$ cat src/logic/ipw_pkg.sv
package ipw_pkg;
  // ==========================================================
  // I/O port addresses
  localparam logic [15:0] IDX_PORT_ADDR  = 16'h002e;
  localparam logic [15:0] DATA_PORT_ADDR = 16'h002f;
  // ==========================================================
  // Key values written to the index port
  localparam logic [7:0] KEY_UNLOCK = 8'h87;
  localparam logic [7:0] KEY_LOCK   = 8'haa;
  // ==========================================================
  // Register indices, watchdog unit number and activate value
  localparam logic [7:0] IDX_UNIT_SEL = 8'h07;
  localparam logic [7:0] IDX_ACTIVATE = 8'h30;
  localparam logic [7:0] IDX_CNT_CFG  = 8'hf5;
  localparam logic [7:0] IDX_COUNT    = 8'hf6;
  localparam logic [7:0] IDX_RELOAD   = 8'hf7;
  localparam logic [7:0] UNIT_SUPV    = 8'h08;
  localparam logic [7:0] ACT_ON       = 8'h01;
  // ==========================================================
  // Field positions
  localparam int CFG_MIN_BIT   = 3;
  localparam int CFG_FAST_BIT  = 4;
  localparam int RLD_MOUSE_BIT = 7;
  localparam int RLD_KBD_BIT   = 6;
  localparam int RLD_FORCE_BIT = 5;
  localparam int RLD_STAT_BIT  = 4;
  // ==========================================================
  // Reset values
  localparam logic [7:0] RST_UNIT_SEL = 8'h00;
  localparam logic [7:0] RST_ACTIVATE = 8'h00;
  localparam logic [7:0] RST_CNT_CFG  = 8'h00;
  localparam logic [7:0] RST_COUNT    = 8'h00;
  localparam logic [7:0] RST_RELOAD   = 8'h00;
  // ==========================================================
  // Timing: unit tick derived from a 40 MHz clock
  localparam longint CLK_HZ         = 40000000;
  localparam longint MS_PER_SEC     = 1000;
  localparam longint SEC_PER_MIN    = 60;
  localparam longint FAST_FACTOR    = 1000;
  localparam longint CYC_PER_MS     = CLK_HZ / MS_PER_SEC;
  localparam logic [15:0] MS_CYCLES = 16'(CYC_PER_MS);
  localparam logic [15:0] MS_PER_SEC_W = 16'(MS_PER_SEC);
  localparam logic [15:0] MIN_FACTOR_W = 16'(SEC_PER_MIN);
  // ==========================================================
  // Host I/O cycle carrier
  typedef struct packed {
    logic        wr;
    logic        rd;
    logic [15:0] addr;
    logic [7:0]  data;
  } ipw_io_type;
endpackage

$ cat src/logic/ipw_tick_gen.sv
`timescale 1ns/100ps
// ==========================================================
// Unit tick generator: ms prescaler, then per-second or per-minute
module ipw_tick_gen #(
  parameter logic [15:0] P_MS_CYCLES = ipw_pkg::MS_CYCLES
) (
  input  wire logic I_CLK,
  input  wire logic I_RST,
  input  wire logic i_restart,
  input  wire logic i_minutes,
  input  wire logic i_fast,
  output logic      o_tick
);
  import ipw_pkg::*;

  typedef struct packed {
    logic [15:0] ms_cnt;   // Cycles within one ms
    logic [15:0] sec_cnt;  // Ms within one second
    logic [15:0] min_cnt;  // Seconds (or ms) within a minute step
    logic        tick;
  } ipw_tick_type;

  ipw_tick_type st;
  ipw_tick_type next_st;
  logic ms_done;
  logic base_done;

  // ==========================================================
  // Combinational next state
  always_comb begin
    next_st = st;
    next_st.tick = 1'b0;
    ms_done = (st.ms_cnt == P_MS_CYCLES - 16'h0001);
    base_done = 1'b0;
    if (i_restart) begin
      next_st.ms_cnt = 16'h0000;
      next_st.sec_cnt = 16'h0000;
      next_st.min_cnt = 16'h0000;
    end else begin
      next_st.ms_cnt = ms_done ? 16'h0000 : st.ms_cnt + 16'h0001;
      if (ms_done) begin
        // Fast mode: base step is 1 ms, else 1 s
        if (i_fast) begin
          base_done = 1'b1;
        end else if (st.sec_cnt == MS_PER_SEC_W - 16'h0001) begin
          next_st.sec_cnt = 16'h0000;
          base_done = 1'b1;
        end else begin
          next_st.sec_cnt = st.sec_cnt + 16'h0001;
        end
      end
      if (base_done) begin
        // Minute unit: sixty base steps per tick
        if (!i_minutes) begin
          next_st.tick = 1'b1;
        end else if (st.min_cnt == MIN_FACTOR_W - 16'h0001) begin
          next_st.min_cnt = 16'h0000;
          next_st.tick = 1'b1;
        end else begin
          next_st.min_cnt = st.min_cnt + 16'h0001;
        end
      end
    end
  end

  // ==========================================================
  // State register
  always_ff @(posedge I_CLK or posedge I_RST) begin
    if (I_RST) begin
      st <= '0;
    end else begin
      st <= next_st;
    end
  end

  assign o_tick = st.tick;
endmodule

$ cat src/logic/ipw_watchdog.sv
`timescale 1ns/100ps
// Notes on behaviour
// - Index at 2E, then data at 2F
// - Two consecutive 87 writes unlock configuration
// - Writing AA to index locks
// - Unit select 08 routes watchdog registers
// - Runs only when activate holds 01
// - F5 bit 3 picks seconds or minutes
// - F5 bit 4 ticks thousand times faster
// - Count zero stops, else units to expiry
// - Expiry raises the timeout output
// - Writing count restarts countdown from value
// - F7 bit 6 lets keyboard reload
// - F7 bit 5 forces timeout, self-clears
// - F7 bit 4 reads timeout status
// - F7 bit 7 lets mouse reload
module ipw_watchdog #(
  parameter logic [15:0] P_MS_CYCLES = ipw_pkg::MS_CYCLES
) (
  input  wire logic               I_CLK,
  input  wire logic               I_RST,
  input  wire ipw_pkg::ipw_io_type I_IO,
  input  wire logic               I_KBD_ACT,
  input  wire logic               I_MOUSE_ACT,
  output logic [7:0]              O_RDATA,
  output logic                    O_RVALID,
  output logic                    O_TIMEOUT
);
  import ipw_pkg::*;

  // ==========================================================
  // State
  typedef struct packed {
    logic       unlock_half;  // First key byte seen
    logic       cfg_mode;     // Configuration unlocked
    logic [7:0] index;        // Selected register index
    logic [7:0] unit_sel;
    logic [7:0] activate;
    logic [7:0] cnt_cfg;
    logic [7:0] count;        // Programmed count
    logic [7:0] remain;       // Live countdown
    logic       kbd_en;
    logic       mouse_en;
    logic       status;       // Timed out
    logic       timeout;      // Timeout output
    logic [7:0] rdata;
    logic       rvalid;
    logic [1:0] kbd_sync;
    logic [1:0] mouse_sync;
    logic       kbd_prev;
    logic       mouse_prev;
  } ipw_state_type;

  ipw_state_type st;
  ipw_state_type next_st;

  logic idx_wr;          // Write to index port
  logic dat_wr;          // Write to data port
  logic dat_rd;          // Read of data port
  logic supv_sel;        // Watchdog unit selected
  logic running;         // Function enabled and count loaded
  logic restart;         // Countdown restart
  logic tick;            // One counting unit elapsed
  logic kbd_edge;
  logic mouse_edge;

  // Decodes whether an index names one of the watchdog unit registers
  function automatic logic supv_reg(input logic [7:0] idx);
    supv_reg = (idx == IDX_ACTIVATE) || (idx == IDX_CNT_CFG) ||
               (idx == IDX_COUNT) || (idx == IDX_RELOAD);
  endfunction

  // ==========================================================
  // Unit tick generator
  ipw_tick_gen #(
    .P_MS_CYCLES (P_MS_CYCLES)
  ) u_tick (
    .I_CLK     (I_CLK),
    .I_RST     (I_RST),
    .i_restart (restart),
    .i_minutes (st.cnt_cfg[CFG_MIN_BIT]),
    .i_fast    (st.cnt_cfg[CFG_FAST_BIT]),
    .o_tick    (tick)
  );

  // ==========================================================
  // Access decode
  always_comb begin
    idx_wr = I_IO.wr && (I_IO.addr == IDX_PORT_ADDR);
    dat_wr = I_IO.wr && (I_IO.addr == DATA_PORT_ADDR) && st.cfg_mode;
    dat_rd = I_IO.rd && (I_IO.addr == DATA_PORT_ADDR) && st.cfg_mode;
    supv_sel = (st.unit_sel == UNIT_SUPV);
    kbd_edge = st.kbd_sync[1] && !st.kbd_prev;
    mouse_edge = st.mouse_sync[1] && !st.mouse_prev;
    running = (st.activate == ACT_ON) && (st.count != 8'h00);
    // Reload from host write, enabled activity, or while not running
    restart = (dat_wr && supv_sel && st.index == IDX_COUNT) ||
              (st.kbd_en && kbd_edge) ||
              (st.mouse_en && mouse_edge) ||
              !running;
  end

  // ==========================================================
  // Next state
  always_comb begin
    next_st = st;
    next_st.rvalid = 1'b0;
    // Activity inputs: two flops before any logic
    next_st.kbd_sync = {st.kbd_sync[0], I_KBD_ACT};
    next_st.mouse_sync = {st.mouse_sync[0], I_MOUSE_ACT};
    next_st.kbd_prev = st.kbd_sync[1];
    next_st.mouse_prev = st.mouse_sync[1];

    // Index port: keys or register index
    if (idx_wr) begin
      if (!st.cfg_mode) begin
        // Two back-to-back key writes needed
        next_st.unlock_half = (I_IO.data == KEY_UNLOCK) && !st.unlock_half;
        if (st.unlock_half && I_IO.data == KEY_UNLOCK) begin
          next_st.cfg_mode = 1'b1;
        end
      end else if (I_IO.data == KEY_LOCK) begin
        next_st.cfg_mode = 1'b0;
        next_st.unlock_half = 1'b0;
      end else begin
        next_st.index = I_IO.data;
      end
    end

    // Data port write
    if (dat_wr) begin
      if (st.index == IDX_UNIT_SEL) begin
        next_st.unit_sel = I_IO.data;
      end else if (supv_sel && st.index == IDX_ACTIVATE) begin
        next_st.activate = I_IO.data;
      end else if (supv_sel && st.index == IDX_CNT_CFG) begin
        next_st.cnt_cfg = I_IO.data;
      end else if (supv_sel && st.index == IDX_COUNT) begin
        next_st.count = I_IO.data;
      end else if (supv_sel && st.index == IDX_RELOAD) begin
        next_st.mouse_en = I_IO.data[RLD_MOUSE_BIT];
        next_st.kbd_en = I_IO.data[RLD_KBD_BIT];
      end
    end

    // Data port read
    if (dat_rd) begin
      next_st.rvalid = 1'b1;
      if (st.index == IDX_UNIT_SEL) begin
        next_st.rdata = st.unit_sel;
      end else if (supv_sel && supv_reg(st.index)) begin
        if (st.index == IDX_ACTIVATE) begin
          next_st.rdata = st.activate;
        end else if (st.index == IDX_CNT_CFG) begin
          next_st.rdata = st.cnt_cfg;
        end else if (st.index == IDX_COUNT) begin
          next_st.rdata = st.count;
        end else begin
          // Force bit always reads zero
          next_st.rdata = {st.mouse_en, st.kbd_en, 1'b0, st.status, 4'h0};
        end
      end else begin
        next_st.rdata = 8'h00;
      end
    end

    // Countdown
    if (restart) begin
      next_st.remain = dat_wr && supv_sel && st.index == IDX_COUNT ? I_IO.data : st.count;
    end else if (tick) begin
      next_st.remain = st.remain - 8'h01;
    end

    // Expiry and forced timeout; set wins over status clear
    if (running && !restart && tick && st.remain == 8'h01) begin
      next_st.timeout = 1'b1;
      next_st.status = 1'b1;
    end else if (dat_wr && supv_sel && st.index == IDX_RELOAD &&
                 I_IO.data[RLD_FORCE_BIT]) begin
      next_st.timeout = 1'b1;
      next_st.status = 1'b1;
    end else if (dat_wr && supv_sel && st.index == IDX_RELOAD &&
                 !I_IO.data[RLD_STAT_BIT]) begin
      next_st.status = 1'b0;
      next_st.timeout = 1'b0;
    end else if (dat_wr && supv_sel && st.index == IDX_COUNT) begin
      next_st.timeout = 1'b0;
    end
  end

  // ==========================================================
  // State register
  always_ff @(posedge I_CLK or posedge I_RST) begin
    if (I_RST) begin
      st <= '0;
    end else begin
      st <= next_st;
    end
  end

  assign O_RDATA = st.rdata;
  assign O_RVALID = st.rvalid;
  assign O_TIMEOUT = st.timeout;

  // ==========================================================
  // Assertions
  unlock_key_a: assert property (@(posedge I_CLK) disable iff (I_RST)
    (!st.cfg_mode && idx_wr && I_IO.data == KEY_UNLOCK && st.unlock_half)
      |=> st.cfg_mode)
    else $error("Two unlock keys did not open configuration");
  lock_key_a: assert property (@(posedge I_CLK) disable iff (I_RST)
    (st.cfg_mode && idx_wr && I_IO.data == KEY_LOCK) |=> !st.cfg_mode)
    else $error("Lock key did not lock");
  locked_ignore_a: assert property (@(posedge I_CLK) disable iff (I_RST)
    (!st.cfg_mode && !idx_wr) |=> ($stable(st.count) && $stable(st.cnt_cfg)))
    else $error("Locked access changed settings");
  unit_route_a: assert property (@(posedge I_CLK) disable iff (I_RST)
    (dat_wr && st.unit_sel != UNIT_SUPV && st.index == IDX_COUNT) |=> $stable(st.count))
    else $error("Count written without unit select");
  disabled_quiet_a: assert property (@(posedge I_CLK) disable iff (I_RST)
    (st.activate != ACT_ON) |=> (st.status == $past(st.status) || $past(dat_wr)))
    else $error("Timeout while disabled");
  force_out_a: assert property (@(posedge I_CLK) disable iff (I_RST)
    (dat_wr && supv_sel && st.index == IDX_RELOAD && I_IO.data[RLD_FORCE_BIT])
      |=> (O_TIMEOUT && st.status))
    else $error("Forced timeout missing");
  count_write_a: assert property (@(posedge I_CLK) disable iff (I_RST)
    (dat_wr && supv_sel && st.index == IDX_COUNT) |=> (st.remain == $past(I_IO.data)))
    else $error("Count write did not restart");
  expiry_a: assert property (@(posedge I_CLK) disable iff (I_RST)
    (running && !restart && tick && st.remain == 8'h01) |=> ##0 O_TIMEOUT ##1 st.status)
    else $error("Expiry did not raise timeout");
endmodule

$ cat config.mk
export PLATFORM = sky130hd
export DESIGN_NAME = ipw_watchdog
export DESIGN_NICKNAME = d
export VERILOG_FILES = /design/src/logic/ipw_pkg.sv /design/src/logic/ipw_tick_gen.sv /design/src/logic/ipw_watchdog.sv
export SDC_FILE = /design/constraint.sdc
export NUM_CORES = 1
export LEC_CHECK = 0
export BUFFER_PORTS_ARGS = -buffer_cell sky130_fd_sc_hd__buf_4
export CAP_MARGIN = 10
export CORE_UTILIZATION = 55
export DETAILED_ROUTE_END_ITERATION = 12
export PLACE_DENSITY = 0.87
export SETUP_SLACK_MARGIN = 0.2
export SLEW_MARGIN = 30
export SYNTH_ARGS = -nofsm -noshare
export SYNTH_HDL_FRONTEND = slang
export SYNTH_SLANG_ARGS = --single-unit
export TNS_END_PERCENT = 5
$ cat constraint.sdc
create_clock -name I_CLK -period 3.5 [get_ports I_CLK]
set_clock_uncertainty 0.05 [all_clocks]
set_input_delay 0.175 -clock I_CLK [delete_from_list [all_inputs] [get_ports I_CLK]]
set_output_delay 0.175 -clock I_CLK [all_outputs]
set_load 0.03 [all_outputs]
======== After elaboration in Yosys (flattened, before gate mapping) ========
Cells that the tools add are included.
word-level totals
  memories ................................ 0
  output and inout bits ................... 10
  register bits ........................... 118
  input port bits ......................... 30
  ROM bits ................................ 0
  bits in latches ......................... 0
  memory bits (writable) .................. 0
cells by class
  $lt $le $gt $ge ......................... 0
  reductions and logical operators ........ 53
  multiplexer cells ....................... 32
  shifts and indexed selects .............. 0
  $mul .................................... 0
  divide/modulo/power cells ............... 0
  bitwise gates (word level) .............. 5
  $add $sub $neg .......................... 4
  eq/ne operators ......................... 17
operators by type and width
  operator               number
  $mux 16                6
  $mux 8                 8
  $add 16x1->16 const B  3
  $eq 16x6->1 const B    3
  $mux 48                1
  $eq 8x8->1 const B     5
  $logic_and 1x1->1      25
  $mux 17                1
  $eq 16x10->1 const B   1
  $eq 16x16->1 const B   1
  $eq 8x1->1 const B     2
  $mux 1                 12
  $eq 8x3->1 const B     1
  $eq 8x4->1 const B     1
  $eq 8x6->1 const B     1
  $mux 2                 4
  $reduce_and 2->1       4
  $reduce_bool 2->1      4
  $reduce_bool 8->1      1
  $sub 8x1->8 const B    1
  $logic_not 1->1        6
  $logic_or 1x1->1       6
  $reduce_and 3->1       2
  $reduce_and 6->1       1
  6 further kinds        11

======== Logic depth before layout (Yosys ltp) ========
Gate-level depths: netlist of the first run.
  depth after elaboration ................. 13
  gate-level depth with buffers ........... 8
  mapped depth without buffers ............ 7

======== Cells and area by module ========
From an unflattened synthesis of the first run, not the netlist that was laid out.
second synthesis, totals
  cells, all modules ...................... 632
  area total of the unflattened synthesis .. 6137.1 um^2
modules (own cells, without submodules)
  module        cells an instance  times used  seq. area each (um^2)  area an instance (um^2)
  ipw_watchdog  348                1           1726.7                 3539.6
  ipw_tick_gen  284                1           1226.2                 2597.5

======== Worst setup path before layout of the first run ========
No wires, ideal clock.
  path kind ............................... flip-flop to flip-flop
  start ................................... reg u_tick.st[1] (netlist name)
  end ..................................... reg u_tick.st[12] (netlist name)
  data required time ...................... 3.324 ns
  arrival ................................. 2.283 ns
  library setup time ...................... 0.126 ns
  slack ................................... 1.041 ns
  cell stages (with the launch flop) ...... 8
  cell sequence ........................... dfrtp_1 -> ha_1 -> or4b_2 -> nor4_1 -> clkbuf_1 -> nor2_1 -> o21ai_0 -> a21oi_1
between the ends
  longest elaborated chain between the ends .. 5
  elaborated cells on any way between the ends .. 6
RTL lines
  what                                                 line                                    source
  start: declaration                                   ipw_tick_gen.sv:23                      ipw_tick_type st;
  start signal: assignment                             ipw_tick_gen.sv:72                      st <= next_st;
  $add 16x1->16 / $eq 16x6->1 (equally long branches)  ipw_tick_gen.sv:60, ipw_tick_gen.sv:56
  $mux 16 (*)                                          ipw_tick_gen.sv:56                      end else if (st.min_cnt == MIN_FACTOR_W - 16'h0001) begin
  $mux 16 (*)                                          ipw_tick_gen.sv:54                      if (!i_minutes) begin
  $mux 17 (*)                                          ipw_tick_gen.sv:52                      if (base_done) begin
  $mux 48 (*)                                          ipw_tick_gen.sv:35                      if (i_restart) begin
Every way passes the cells marked *; elsewhere a longest branch is shown, timed or not. The select of a mux whose other input is x is not followed.
A chain may end at the register's enable or synchronous reset.

======== Worst setup path in the final report of the first run ========
  start ................................... reg u_tick.st[30] (netlist name)
  end ..................................... reg u_tick.st[6] (netlist name)
between the ends
  longest elaborated chain between the ends .. 7
RTL lines
  what                         line                source
  $eq 16x10->1                 ipw_tick_gen.sv:45  end else if (st.sec_cnt == MS_PER_SEC_W - 16'h0001) begin
  $mux 1                       ipw_tick_gen.sv:45
  $mux 1                       ipw_tick_gen.sv:43  if (i_fast) begin
  $mux 1                       ipw_tick_gen.sv:41  if (ms_done) begin
  $mux 1                       ipw_tick_gen.sv:35
  $reduce_bool 2->1 (no line)  -
  $reduce_and 2->1 (no line)   -
No other way between the ends. The select of a mux whose other input is x is not followed.

==> flow_metrics.py, run 1 <==
metrics = {
    "floorplanning": {
        "initial_core_util_pct": 56.3,
        "die_h_um": 107,
        "rows": 38,
        "coreArea_um2": 10800,
        "ios": 40,
        "fp.dieArea_um2": 11500,
        "die_w_um": 107,
    },
    "cts": {
        "cts.htree.levels": 4,
        "cts_setup_buffers": 0,
        "cts_hold_buffers": 13,
        "numClockSinks": 118,
        "clockRootBuffer": "clkbuf_8",
        "cts.path.max_buffers": 2,
        "cts_tree": "built",
        "clkLatencyLatePin_ps": 530,
        "cts_made_buffers": 17,
        "cts_resized": 0,
        "clkSlewWorstSetupHoldPaths_ps": 60,
    },
    "layout": {
        "drive_above_1_share_pct": 19.6,
        "fin_nets": 704,
        "stdcell_count": 822,
        "finalInstanceArea_um2": 7220,
        "syn_to_final_growth_pct": 18.3,
        "antenna_cells": 0,
    },
    "route": {
        "wire_per_inst_um": 18.1,
        "drtAntennaViolNets": 0,
        "finalWirelength_mm": 14.9,
        "drt_iter0_drc": 433,
        "first_pass_iters": 5,
        "num_vias": 5150,
        "drc_errors": 0,
        "routed_via_density": 6.27,
    },
    "power_and_ir_drop": {
        "p_seq_share_pct": 43.6,
        "leakage_nw": 3.02,
        "peakVddDrop_uv": 439,
        "p_sw_uw": 699,
        "clockPowerShare_pct": 53.7,
        "powerDensity_nw_per_um2": 434,
        "power.internal_mw": 2.44,
        "p_sw_share_pct": 22.3,
        "comb_power_share_pct": 2.7,
        "report.power.total_mw": 3.14,
    },
    "placed_design": {
        "dpl.cell_count": 777,
        "hpwlAfterDp_mm": 9.64,
        "dpl_worst_slack_ps": 728,
        "portBuffers": 39,
        "place_congestion": 0.902,
        "placed_cell_area_um2": 6510,
    },
    "logic_synthesis": {
        "synth_area_um2": 6100,
        "syn_nets": 653,
        "avgSynthCellArea_um2": 9.88,
        "synth_flop_cell": "dfrtp_1",
        "ys_seq_area_share_pct": 48.4,
        "synth_seq_cells": 118,
        "synth_cells": 618,
        "async_flop_share_pct": 100,
        "synth_edf_count": 0,
        "yosys_warnings": 0,
        "synth_cell_types": 59,
    },
    "setup_path": {
        "r2r-start": "u_tick.st[30]$_DFFE_PP0P_",
        "path_cells": "or4_4 -> nor4_4 -> buf_4 -> o2111ai_2 -> or4_1 -> a21oi_1",
        "max_stage_delay_ps": 660,
        "cpMaxStageDelayCell": "or4_1",
        "reg2reg_slack_ps": 620,
        "worst-path-buf-inv": 1,
        "ff2ff_path_depth": 6,
        "worstSetupEndpointType": "flop",
        "cpLargestDelayFamily": "simple AND/OR/NAND/NOR gates",
        "critPathKind": "flop to flop",
        "arrival_ps": 3270,
        "worst-path-max-fanout": 23,
        "critPathLaunchType": "flop",
        "worstReg2RegEnd": "u_tick.st[6]$_DFFE_PP0P_",
        "critical_path_required_ps": 3890,
    },
    "grt": {
        "grt_pass1_wl_mm": 24.7,
        "grt_use_total_pct": 27.9,
        "grt_max_degree": 119,
        "grt_antenna_before_repair": 0,
        "grt.overflow.total": 0,
        "first_global_vias": 5172,
    },
    "timing": {
        "fin_ws_ps": 624,
        "worstMarginPinSlew_ps": 997,
        "fin_tns_setup_ps": 0,
        "slew_violations": 0,
        "max_freq_ghz": 0.348,
        "period_share_pct": 82.2,
        "period_minus_slack_ps": 2880,
        "final-setup-viol-count": 0,
        "relSlewSlack_pct": 32.9,
        "hold_viol": 0,
        "rsz0062_at_grt": "no",
    },
    "min_path": {
        "whs_path_depth": 4,
        "hp-start": "I_IO[25]",
        "hold-path-endpoint": "st[68]$_DFFE_PP0P_",
        "min_path_type": "input pin to flop",
    },
    "run_status": {
        "status": "complete, no violations",
    },
    "run": {
        "drv_cap": 0,
    },
}
layer usage:
layer,routed length (um),global-route usage (%)
met3,855,8.17
met5,0,0
met4,263,11.5
met2,7770,47.6
met1,5970,32.8
cell usage after synthesis (3+ instances only):
cell,number,area [um^2]
dfrtp_1,118,2950
nand2_1,62,233
nor2_1,61,229
o21ai_0,37,185
mux2_2,35,394
a21oi_1,32,160
nand3_1,31,155
clkbuf_1,17,63.8
or4_1,15,113
nor4_1,14,87.6
xor2_1,13,114
nand4_1,12,75.1
nor3_1,12,60.1
a31oi_1,11,68.8
inv_1,11,41.3
xnor2_1,11,96.3
a211oi_1,8,60.1
and3_1,8,50.1
buf_4,8,60.1
mux2i_1,8,80.1
nor4b_1,7,61.3
and4_1,6,52.6
nand4b_1,6,52.6
a21o_1,5,37.5
buf_2,5,25.0
ha_1,5,62.6
or3_1,5,31.3
a22oi_1,4,30.0
or2_2,4,25.0
a22o_1,3,26.3
a41oi_1,3,26.3
nand3b_1,3,22.5
o21bai_1,3,22.5
or3b_2,3,26.3
power groups by stage:
stage,Combinational [mW],Sequential (mW),Clock [mW]
after floorplan,0.0238,1.39,0
after global placement,0.0713,1.39,0
after detailed placement,0.0742,1.39,0
after CTS,0.0847,1.37,1.71
after global routing,0.0926,1.37,1.77
final,0.0842,1.37,1.68
per-stage QoR:
step	hold slack [ps]	utilization (%)
finish	104	66.6
global route	115	66.6
CTS	71.1	66.6
detailed placement	236	60.1
global placement	235	60.1
floorplan	156	-
area by class of cell:
| type | count | area [um^2] |
|---|---|---|
| Sequential cell | 118 | 2950 |
| Inverter | 11 | 45.0 |
| Fill cell | 809 | 3620 |
| Clock buffer | 18 | 428 |
| Clock inverter | 14 | 151 |
| Timing Repair Buffer | 62 | 510 |
| Tap cell | 140 | 175 |
| Multi-Input combinational cell | 459 | 2960 |
cells by family (layout without fill, tap and decap cells):
logic type	Yosys count	count (layout)	share of synthesized area [%]
flops	118	118	48.4
buf+inv	41	105	3.12
simple gates	268	268	24.0
compound gates	119	119	12.2
xor+xnor	24	24	3.44
mux	43	43	7.77
fa+ha+maj	5	5	1.03
how the worst max path moves through the flow:
stage	end	start	cells after the start
global placement	u_tick.st[14]$_DFFE_PP0P_	u_tick.st[30]$_DFFE_PP0P_	6
detailed placement	u_tick.st[14]$_DFFE_PP0P_	u_tick.st[30]$_DFFE_PP0P_	6
global route	u_tick.st[6]$_DFFE_PP0P_	u_tick.st[31]$_DFFE_PP0P_	6
finish	u_tick.st[6]$_DFFE_PP0P_	u_tick.st[30]$_DFFE_PP0P_	6
CTS	u_tick.st[6]$_DFFE_PP0P_	u_tick.st[30]$_DFFE_PP0P_	6
floorplan	u_tick.st[12]$_DFFE_PP0P_	u_tick.st[1]$_DFFE_PP0P_	7
sequential cells by signal, indices dropped and copies added, names as in the netlist:
register	count
O_RDATA	8
O_RVALID	1
O_TIMEOUT	1
next_st	4
st	55
u_tick.o_tick	1
u_tick.st	48
worst register-to-register path, cell delays in order (launching register included):
cell and delay [ps]:
dfrtp_1 410, or4_4 540, nor4_4 260, buf_4 250, o2111ai_2 460, or4_1 660, a21oi_1 170
cell usage in the layout (no fill, tap or decap), types with 7 or more instances in the layout:
master	Yosys	final
a211oi_1	8	8
a21oi_1	32	32
a31oi_1	11	11
and3_1	8	8
buf_4	8	48
clkbuf_16	0	16
dfrtp_1	118	118
dlygate4sd3_1	0	13
inv_1	11	10
mux2_2	35	35
mux2i_1	8	8
nand2_1	62	62
nand3_1	31	31
nand4_1	12	12
nor2_1	61	61
nor3_1	12	12
nor4_1	14	14
nor4b_1	7	7
o21ai_0	37	37
or4_1	15	15
xnor2_1	11	11
xor2_1	13	13
Power figures use the tool's default switching activity.
==> run 2: changes to the inputs <==
--- a/config.mk
+++ b/config.mk
@@ -9,7 +9,7 @@
 export CAP_MARGIN = 10
 export CORE_UTILIZATION = 55
 export DETAILED_ROUTE_END_ITERATION = 12
-export PLACE_DENSITY = 0.87
+export PLACE_DENSITY = 0.84
 export SETUP_SLACK_MARGIN = 0.2
 export SLEW_MARGIN = 30
 export SYNTH_ARGS = -nofsm -noshare
==> constraint.sdc (replaced) <==
create_clock -name I_CLK -period 2.7 [get_ports I_CLK]
set_clock_uncertainty 0.05 [all_clocks]
set_input_delay 0.135 -clock I_CLK [delete_from_list [all_inputs] [get_ports I_CLK]]
set_output_delay 0.135 -clock I_CLK [all_outputs]
set_load 0.03 [all_outputs]
==> run 2 against run 1 <==
Effect of this change: sequential share of layout area shrank 0.91 points; die area is the same; critical path depth grew 1; clock-buffer cell count shrank 1; non-clock buffer count grew 14; via count grew 2.1%; global-route usage grew 0.31 points; highest routed layer unchanged.
==> flow_metrics.py, run 2 (synthesized netlist as in run 1, its figures left out) <==
metrics = {
    "power_and_ir_drop": {
        "peakVddDrop_uv": 625,
        "power.internal_mw": 3.23,
        "p_seq_share_pct": 43.1,
        "powerDensity_nw_per_um2": 558,
        "p_sw_share_pct": 21.7,
        "comb_power_share_pct": 2.8,
        "clockPowerShare_pct": 54.2,
        "leakage_nw": 3.09,
        "p_sw_uw": 895,
    },
    "layout": {
        "layout.cells.most_common": "dfrtp_1",
        "syn_to_final_growth_pct": 21.1,
        "largest_reg_flops": 55,
        "post-route-util_pct": 68.2,
        "final_cell_mix": "dfrtp_1 (118), nand2_1 (62), nor2_1 (61)",
        "stdcell_count": 836,
        "fin_nets": 718,
        "antenna_cells": 0,
        "drive_above_1_share_pct": 21.7,
        "n_fill_cell": 761,
        "top_register": "st",
    },
    "cts": {
        "cts.path.max_buffers": 2,
        "numClockSinks": 118,
        "clockRootBuffer": "clkbuf_8",
        "cts_tree": "built",
        "cts.htree.levels": 4,
        "cts_made_buffers": 17,
        "clkLatencyLatePin_ps": 520,
        "clkSlewWorstSetupHoldPaths_ps": 60,
    },
    "grt": {
        "grt_max_degree": 71,
        "grt.overflow.total": 0,
        "grt_use_total_pct": 28.2,
        "grt_pass1_wl_mm": 25.2,
        "grt_antenna_before_repair": 0,
        "first_global_vias": 5356,
    },
    "route": {
        "wire_per_inst_um": 18.2,
        "finalWirelength_mm": 15.2,
        "drt_iter0_drc": 474,
        "first_pass_iters": 7,
        "num_vias": 5260,
        "drtAntennaViolNets": 0,
        "routed_via_density": 6.29,
        "drc_errors": 0,
    },
    "floorplanning": {
        "coreArea_um2": 10800,
        "fp.dieArea_um2": 11500,
        "die_h_um": 107,
        "ios": 40,
        "die_w_um": 107,
        "initial_core_util_pct": 56.3,
        "rows": 38,
    },
    "setup_path": {
        "worstSetupEndpointType": "flop",
        "reg2reg_slack_ps": 210,
        "ff2ff_path_depth": 7,
        "critPathKind": "flop to flop",
        "arrival_ps": 2880,
        "critical_path_required_ps": 3090,
        "critPathLaunchType": "flop",
        "worst-path-max-fanout": 13,
    },
    "placed_design": {
        "place_congestion": 0.855,
        "dpl_worst_slack_ps": 212,
        "dpl.cell_count": 790,
        "hpwlAfterDp_mm": 9.83,
        "portBuffers": 39,
    },
    "min_path": {
        "min_path_type": "input pin to asynchronous set/reset pin",
    },
    "timing": {
        "slew_violations": 0,
        "max_freq_ghz": 0.402,
        "period_minus_slack_ps": 2490,
        "period_share_pct": 92.2,
        "relSlewSlack_pct": 51.4,
        "final-setup-viol-count": 0,
        "rsz0062_at_grt": "yes",
        "hold_viol": 0,
        "fin_tns_setup_ps": 0,
        "worstMarginPinSlew_ps": 723,
        "fin_ws_ps": 210,
    },
    "run_status": {
        "status": "complete, no violations",
    },
    "run": {
        "drv_cap": 0,
    },
}
run 2: per-layer routing:
metal | GRT usage (%) | routed length (um) | vias to the layer above
met5 | 0 | 0 | -
met4 | 13.5 | 451 | 0
met3 | 7.51 | 938 | 41
met2 | 48.0 | 7760 | 251
met1 | 33.1 | 6030 | 2553
li1 | - | - | 2415
run 2: area by class of cell:
| class | instances | area, um^2 | share of cell area, % |
|---|---|---|---|
| clock inverter | 15 | 179 | 2.42 |
| tap | 140 | 175 | 2.37 |
| inverter | 11 | 45.0 | 0.610 |
| sequential | 118 | 2950 | 40.0 |
| clock buffer | 17 | 414 | 5.61 |
| multi-input combinational | 459 | 2980 | 40.4 |
| timing repair buffer | 76 | 641 | 8.67 |
run 2: final timing paths:
check | startpoint | endpoint
min reg2reg | next_st[3]$_DFF_PP0_ | next_st[0]$_DFF_PP0_
min | I_RST | u_tick.st[35]$_DFF_PP0_
max | u_tick.st[33]$_DFF_PP0_ | u_tick.st[21]$_DFFE_PP0P_
max in group asynchronous | I_RST | st[42]$_DFFE_PP0P_
min in group I_CLK | I_IO[25] | st[68]$_DFFE_PP0P_
max reg2reg | u_tick.st[33]$_DFF_PP0_ | u_tick.st[21]$_DFFE_PP0P_
run 2: stage by stage:
stage | hold slack (ps) | power (mW) | instance area, um^2
after detailed placement | 28.2 | 1.91 | 6640
after floorplan | 116 | 1.84 | 6110
after CTS | 30.8 | 4.15 | 7360
after global placement | 21.7 | 1.90 | 6640
final | 62.0 | 4.12 | 7390
after global routing | 54.8 | 4.24 | 7390
run 2: power groups by stage:
| stage | Combinational, mW | Clock [mW] | Sequential [mW] |
|---|---|---|---|
| final | 0.114 | 2.23 | 1.78 |
| after global routing | 0.124 | 2.34 | 1.78 |
| after CTS | 0.113 | 2.26 | 1.78 |
| after detailed placement | 0.0985 | 0 | 1.81 |
| after global placement | 0.0955 | 0 | 1.81 |
| after floorplan | 0.0309 | 0 | 1.81 |
run 2: what timing repair did:
action	in CTS	in global routing
pin swaps	0	1
cloned	0	0
resized for setup	1	3
setup buffers	0	1
hold endpoints to repair	174	0
hold buffers	13	0
endpoints found under the setup margin	1	49
run 2: worst max-delay path: stages (launching register included):
cell and delay (ps):
dfrtp_1 390, ha_1 240, nand2_1 140, nor4_2 360, nand3b_1 420, buf_4 320
or3_1 340, a21oi_1 150
==> run 3: changes to the inputs <==
--- a/config.mk
+++ b/config.mk
@@ -9,6 +9,7 @@
 export CAP_MARGIN = 10
 export CORE_UTILIZATION = 55
 export DETAILED_ROUTE_END_ITERATION = 12
+export HOLD_SLACK_MARGIN = 0.12
 export PLACE_DENSITY = 0.84
 export SETUP_SLACK_MARGIN = 0.2
 export SLEW_MARGIN = 30
==> run 3 against run 2 <==
Effect of this change: via count is 0.21% lower; first-iteration DRC count is 5.9% higher; non-clock buffer count is 2 higher; sequential power hardly changed; cell count is 0.24% higher; sequential share of layout area is 0.11 points lower; register-to-register slack better by 30 ps; combinational power hardly changed.
==> flow_metrics.py, run 3 (synthesized netlist as in run 1, its figures left out) <==
metrics = {
    "cts": {
        "clkSlewWorstSetupHoldPaths_ps": 60,
        "numClockSinks": 118,
        "clkLatencyLatePin_ps": 520,
        "clockRootBuffer": "clkbuf_8",
        "cts_made_buffers": 17,
        "cts.htree.levels": 4,
        "cts.path.max_buffers": 2,
        "cts_tree": "built",
    },
    "setup_path": {
        "arrival_ps": 2850,
        "cpLargestDelayFamily": "simple AND/OR/NAND/NOR gates",
        "worstSetupEndpointType": "flop",
        "critPathLaunchType": "flop",
        "worst-path-buf-inv": 1,
        "max_stage_delay_ps": 410,
        "cpMaxStageDelayCell": "nand3b_1",
        "path_cells": "ha_1 -> nand2_1 -> nor4_2 -> nand3b_1 -> buf_4 -> or3_1 -> a21oi_1",
        "worst-path-max-fanout": 13,
        "critical_path_required_ps": 3090,
        "critPathKind": "flop to flop",
    },
    "placed_design": {
        "placed_cell_area_um2": 6640,
        "dpl.cell_count": 790,
        "place_congestion": 0.855,
        "portBuffers": 39,
        "dpl_worst_slack_ps": 212,
        "hpwlAfterDp_mm": 9.83,
    },
    "min_path": {
        "min_path_type": "input pin to flop",
    },
    "layout": {
        "drive_above_1_share_pct": 21.6,
        "antenna_cells": 0,
        "n_fill_cell": 756,
        "finalInstanceArea_um2": 7410,
        "layout.cells.most_common": "dfrtp_1",
        "top_register": "st",
        "largest_reg_flops": 55,
        "final_cell_mix": "dfrtp_1 (118), nand2_1 (62), nor2_1 (61)",
        "syn_to_final_growth_pct": 21.4,
        "fin_nets": 720,
        "stdcell_count": 838,
    },
    "timing": {
        "final-setup-viol-count": 0,
        "hold_viol": 0,
        "slew_violations": 0,
        "relSlewSlack_pct": 51.8,
        "worstMarginPinSlew_ps": 717,
        "rsz0062_at_grt": "yes",
        "period_share_pct": 91.2,
        "fin_tns_setup_ps": 0,
        "fin_ws_ps": 237,
        "max_freq_ghz": 0.406,
        "period_minus_slack_ps": 2460,
    },
    "route": {
        "routed_via_density": 6.26,
        "drt_iter0_drc": 502,
        "finalWirelength_mm": 15.3,
        "drtAntennaViolNets": 0,
        "num_vias": 5249,
        "drc_errors": 0,
        "first_pass_iters": 6,
        "wire_per_inst_um": 18.3,
    },
    "floorplanning": {
        "die_w_um": 107,
        "ios": 40,
        "coreArea_um2": 10800,
        "die_h_um": 107,
        "initial_core_util_pct": 56.3,
        "rows": 38,
        "fp.dieArea_um2": 11500,
    },
    "grt": {
        "grt_max_degree": 71,
        "grt_antenna_before_repair": 0,
        "grt_use_total_pct": 28.5,
        "grt.overflow.total": 0,
        "first_global_vias": 5362,
        "grt_pass1_wl_mm": 25.4,
    },
    "power_and_ir_drop": {
        "leakage_nw": 3.10,
        "powerDensity_nw_per_um2": 557,
        "peakVddDrop_uv": 625,
    },
    "run": {
        "drv_cap": 0,
    },
    "run_status": {
        "status": "complete, no violations",
    },
}
[run 3: cell count changes in the layout (fill, tap and decap cells not counted)]
cell,before,now
dlygate4sd3_1,13,15
[run 3: repair_timing]
action | 4_1_cts | 5_1_grt
endpoints found under the setup margin | 1 | 49
setup buffers | 0 | 1
hold buffers | 15 | 0
pin swaps | 0 | 1
endpoints found under the hold margin | 174 | 0
gates resized for setup | 1 | 3
[run 3: metal layers]
metal | vias up | GRT usage [%] | routed length, um
met2 | 241 | 48.4 | 7810
li1 | 2415 | - | -
met3 | 47 | 7.51 | 973
met5 | - | 0 | 0
met4 | 0 | 13.2 | 468
met1 | 2546 | 33.5 | 6080
[run 3: layout make-up]
cell class / instances / area (um^2) / share of cell area, %
multi-input combinational: 459 / 2980 / 40.2
sequential: 118 / 2950 / 39.9
timing repair buffer: 78 / 661 / 8.92
clock buffer: 17 / 414 / 5.59
clock inverter: 15 / 179 / 2.42
tap: 140 / 175 / 2.36
inverter: 11 / 45.0 / 0.608
[run 3: metrics by stage]
step | total power [mW] | utilization (%) | hold WS, ps
floorplan | 1.84 | - | 116
global placement | 1.90 | 61.2 | 21.7
detailed placement | 1.91 | 61.2 | 28.2
CTS | 4.15 | 68.1 | 154
global route | 4.25 | 68.3 | 185
finish | 4.13 | 68.3 | 176
[run 3: report_power, final]
part / total [mW] / switching, mW / internal (mW)
Sequential: 1.78 / 0.00173 / 1.77
Clock: 2.24 / 0.830 / 1.41
Combinational: 0.116 / 0.0670 / 0.0494
[run 3: path summary, 6_finish.rpt]
check                      slack [ps]  cells after the start                   endpoint                     from
max                               240                      7  u_tick.st[21]$_DFFE_PP0P_  u_tick.st[33]$_DFF_PP0_
min                               180                      2         O_RVALID$_DFF_PP0_                 I_IO[24]
max reg2reg                       240                      7  u_tick.st[21]$_DFFE_PP0P_  u_tick.st[33]$_DFF_PP0_
min reg2reg                       300                      0       next_st[0]$_DFF_PP0_     next_st[3]$_DFF_PP0_
max in group asynchronous        1320                      5         st[63]$_DFFE_PP0P_                    I_RST
min in group asynchronous         680                      4    u_tick.st[35]$_DFF_PP0_                    I_RST
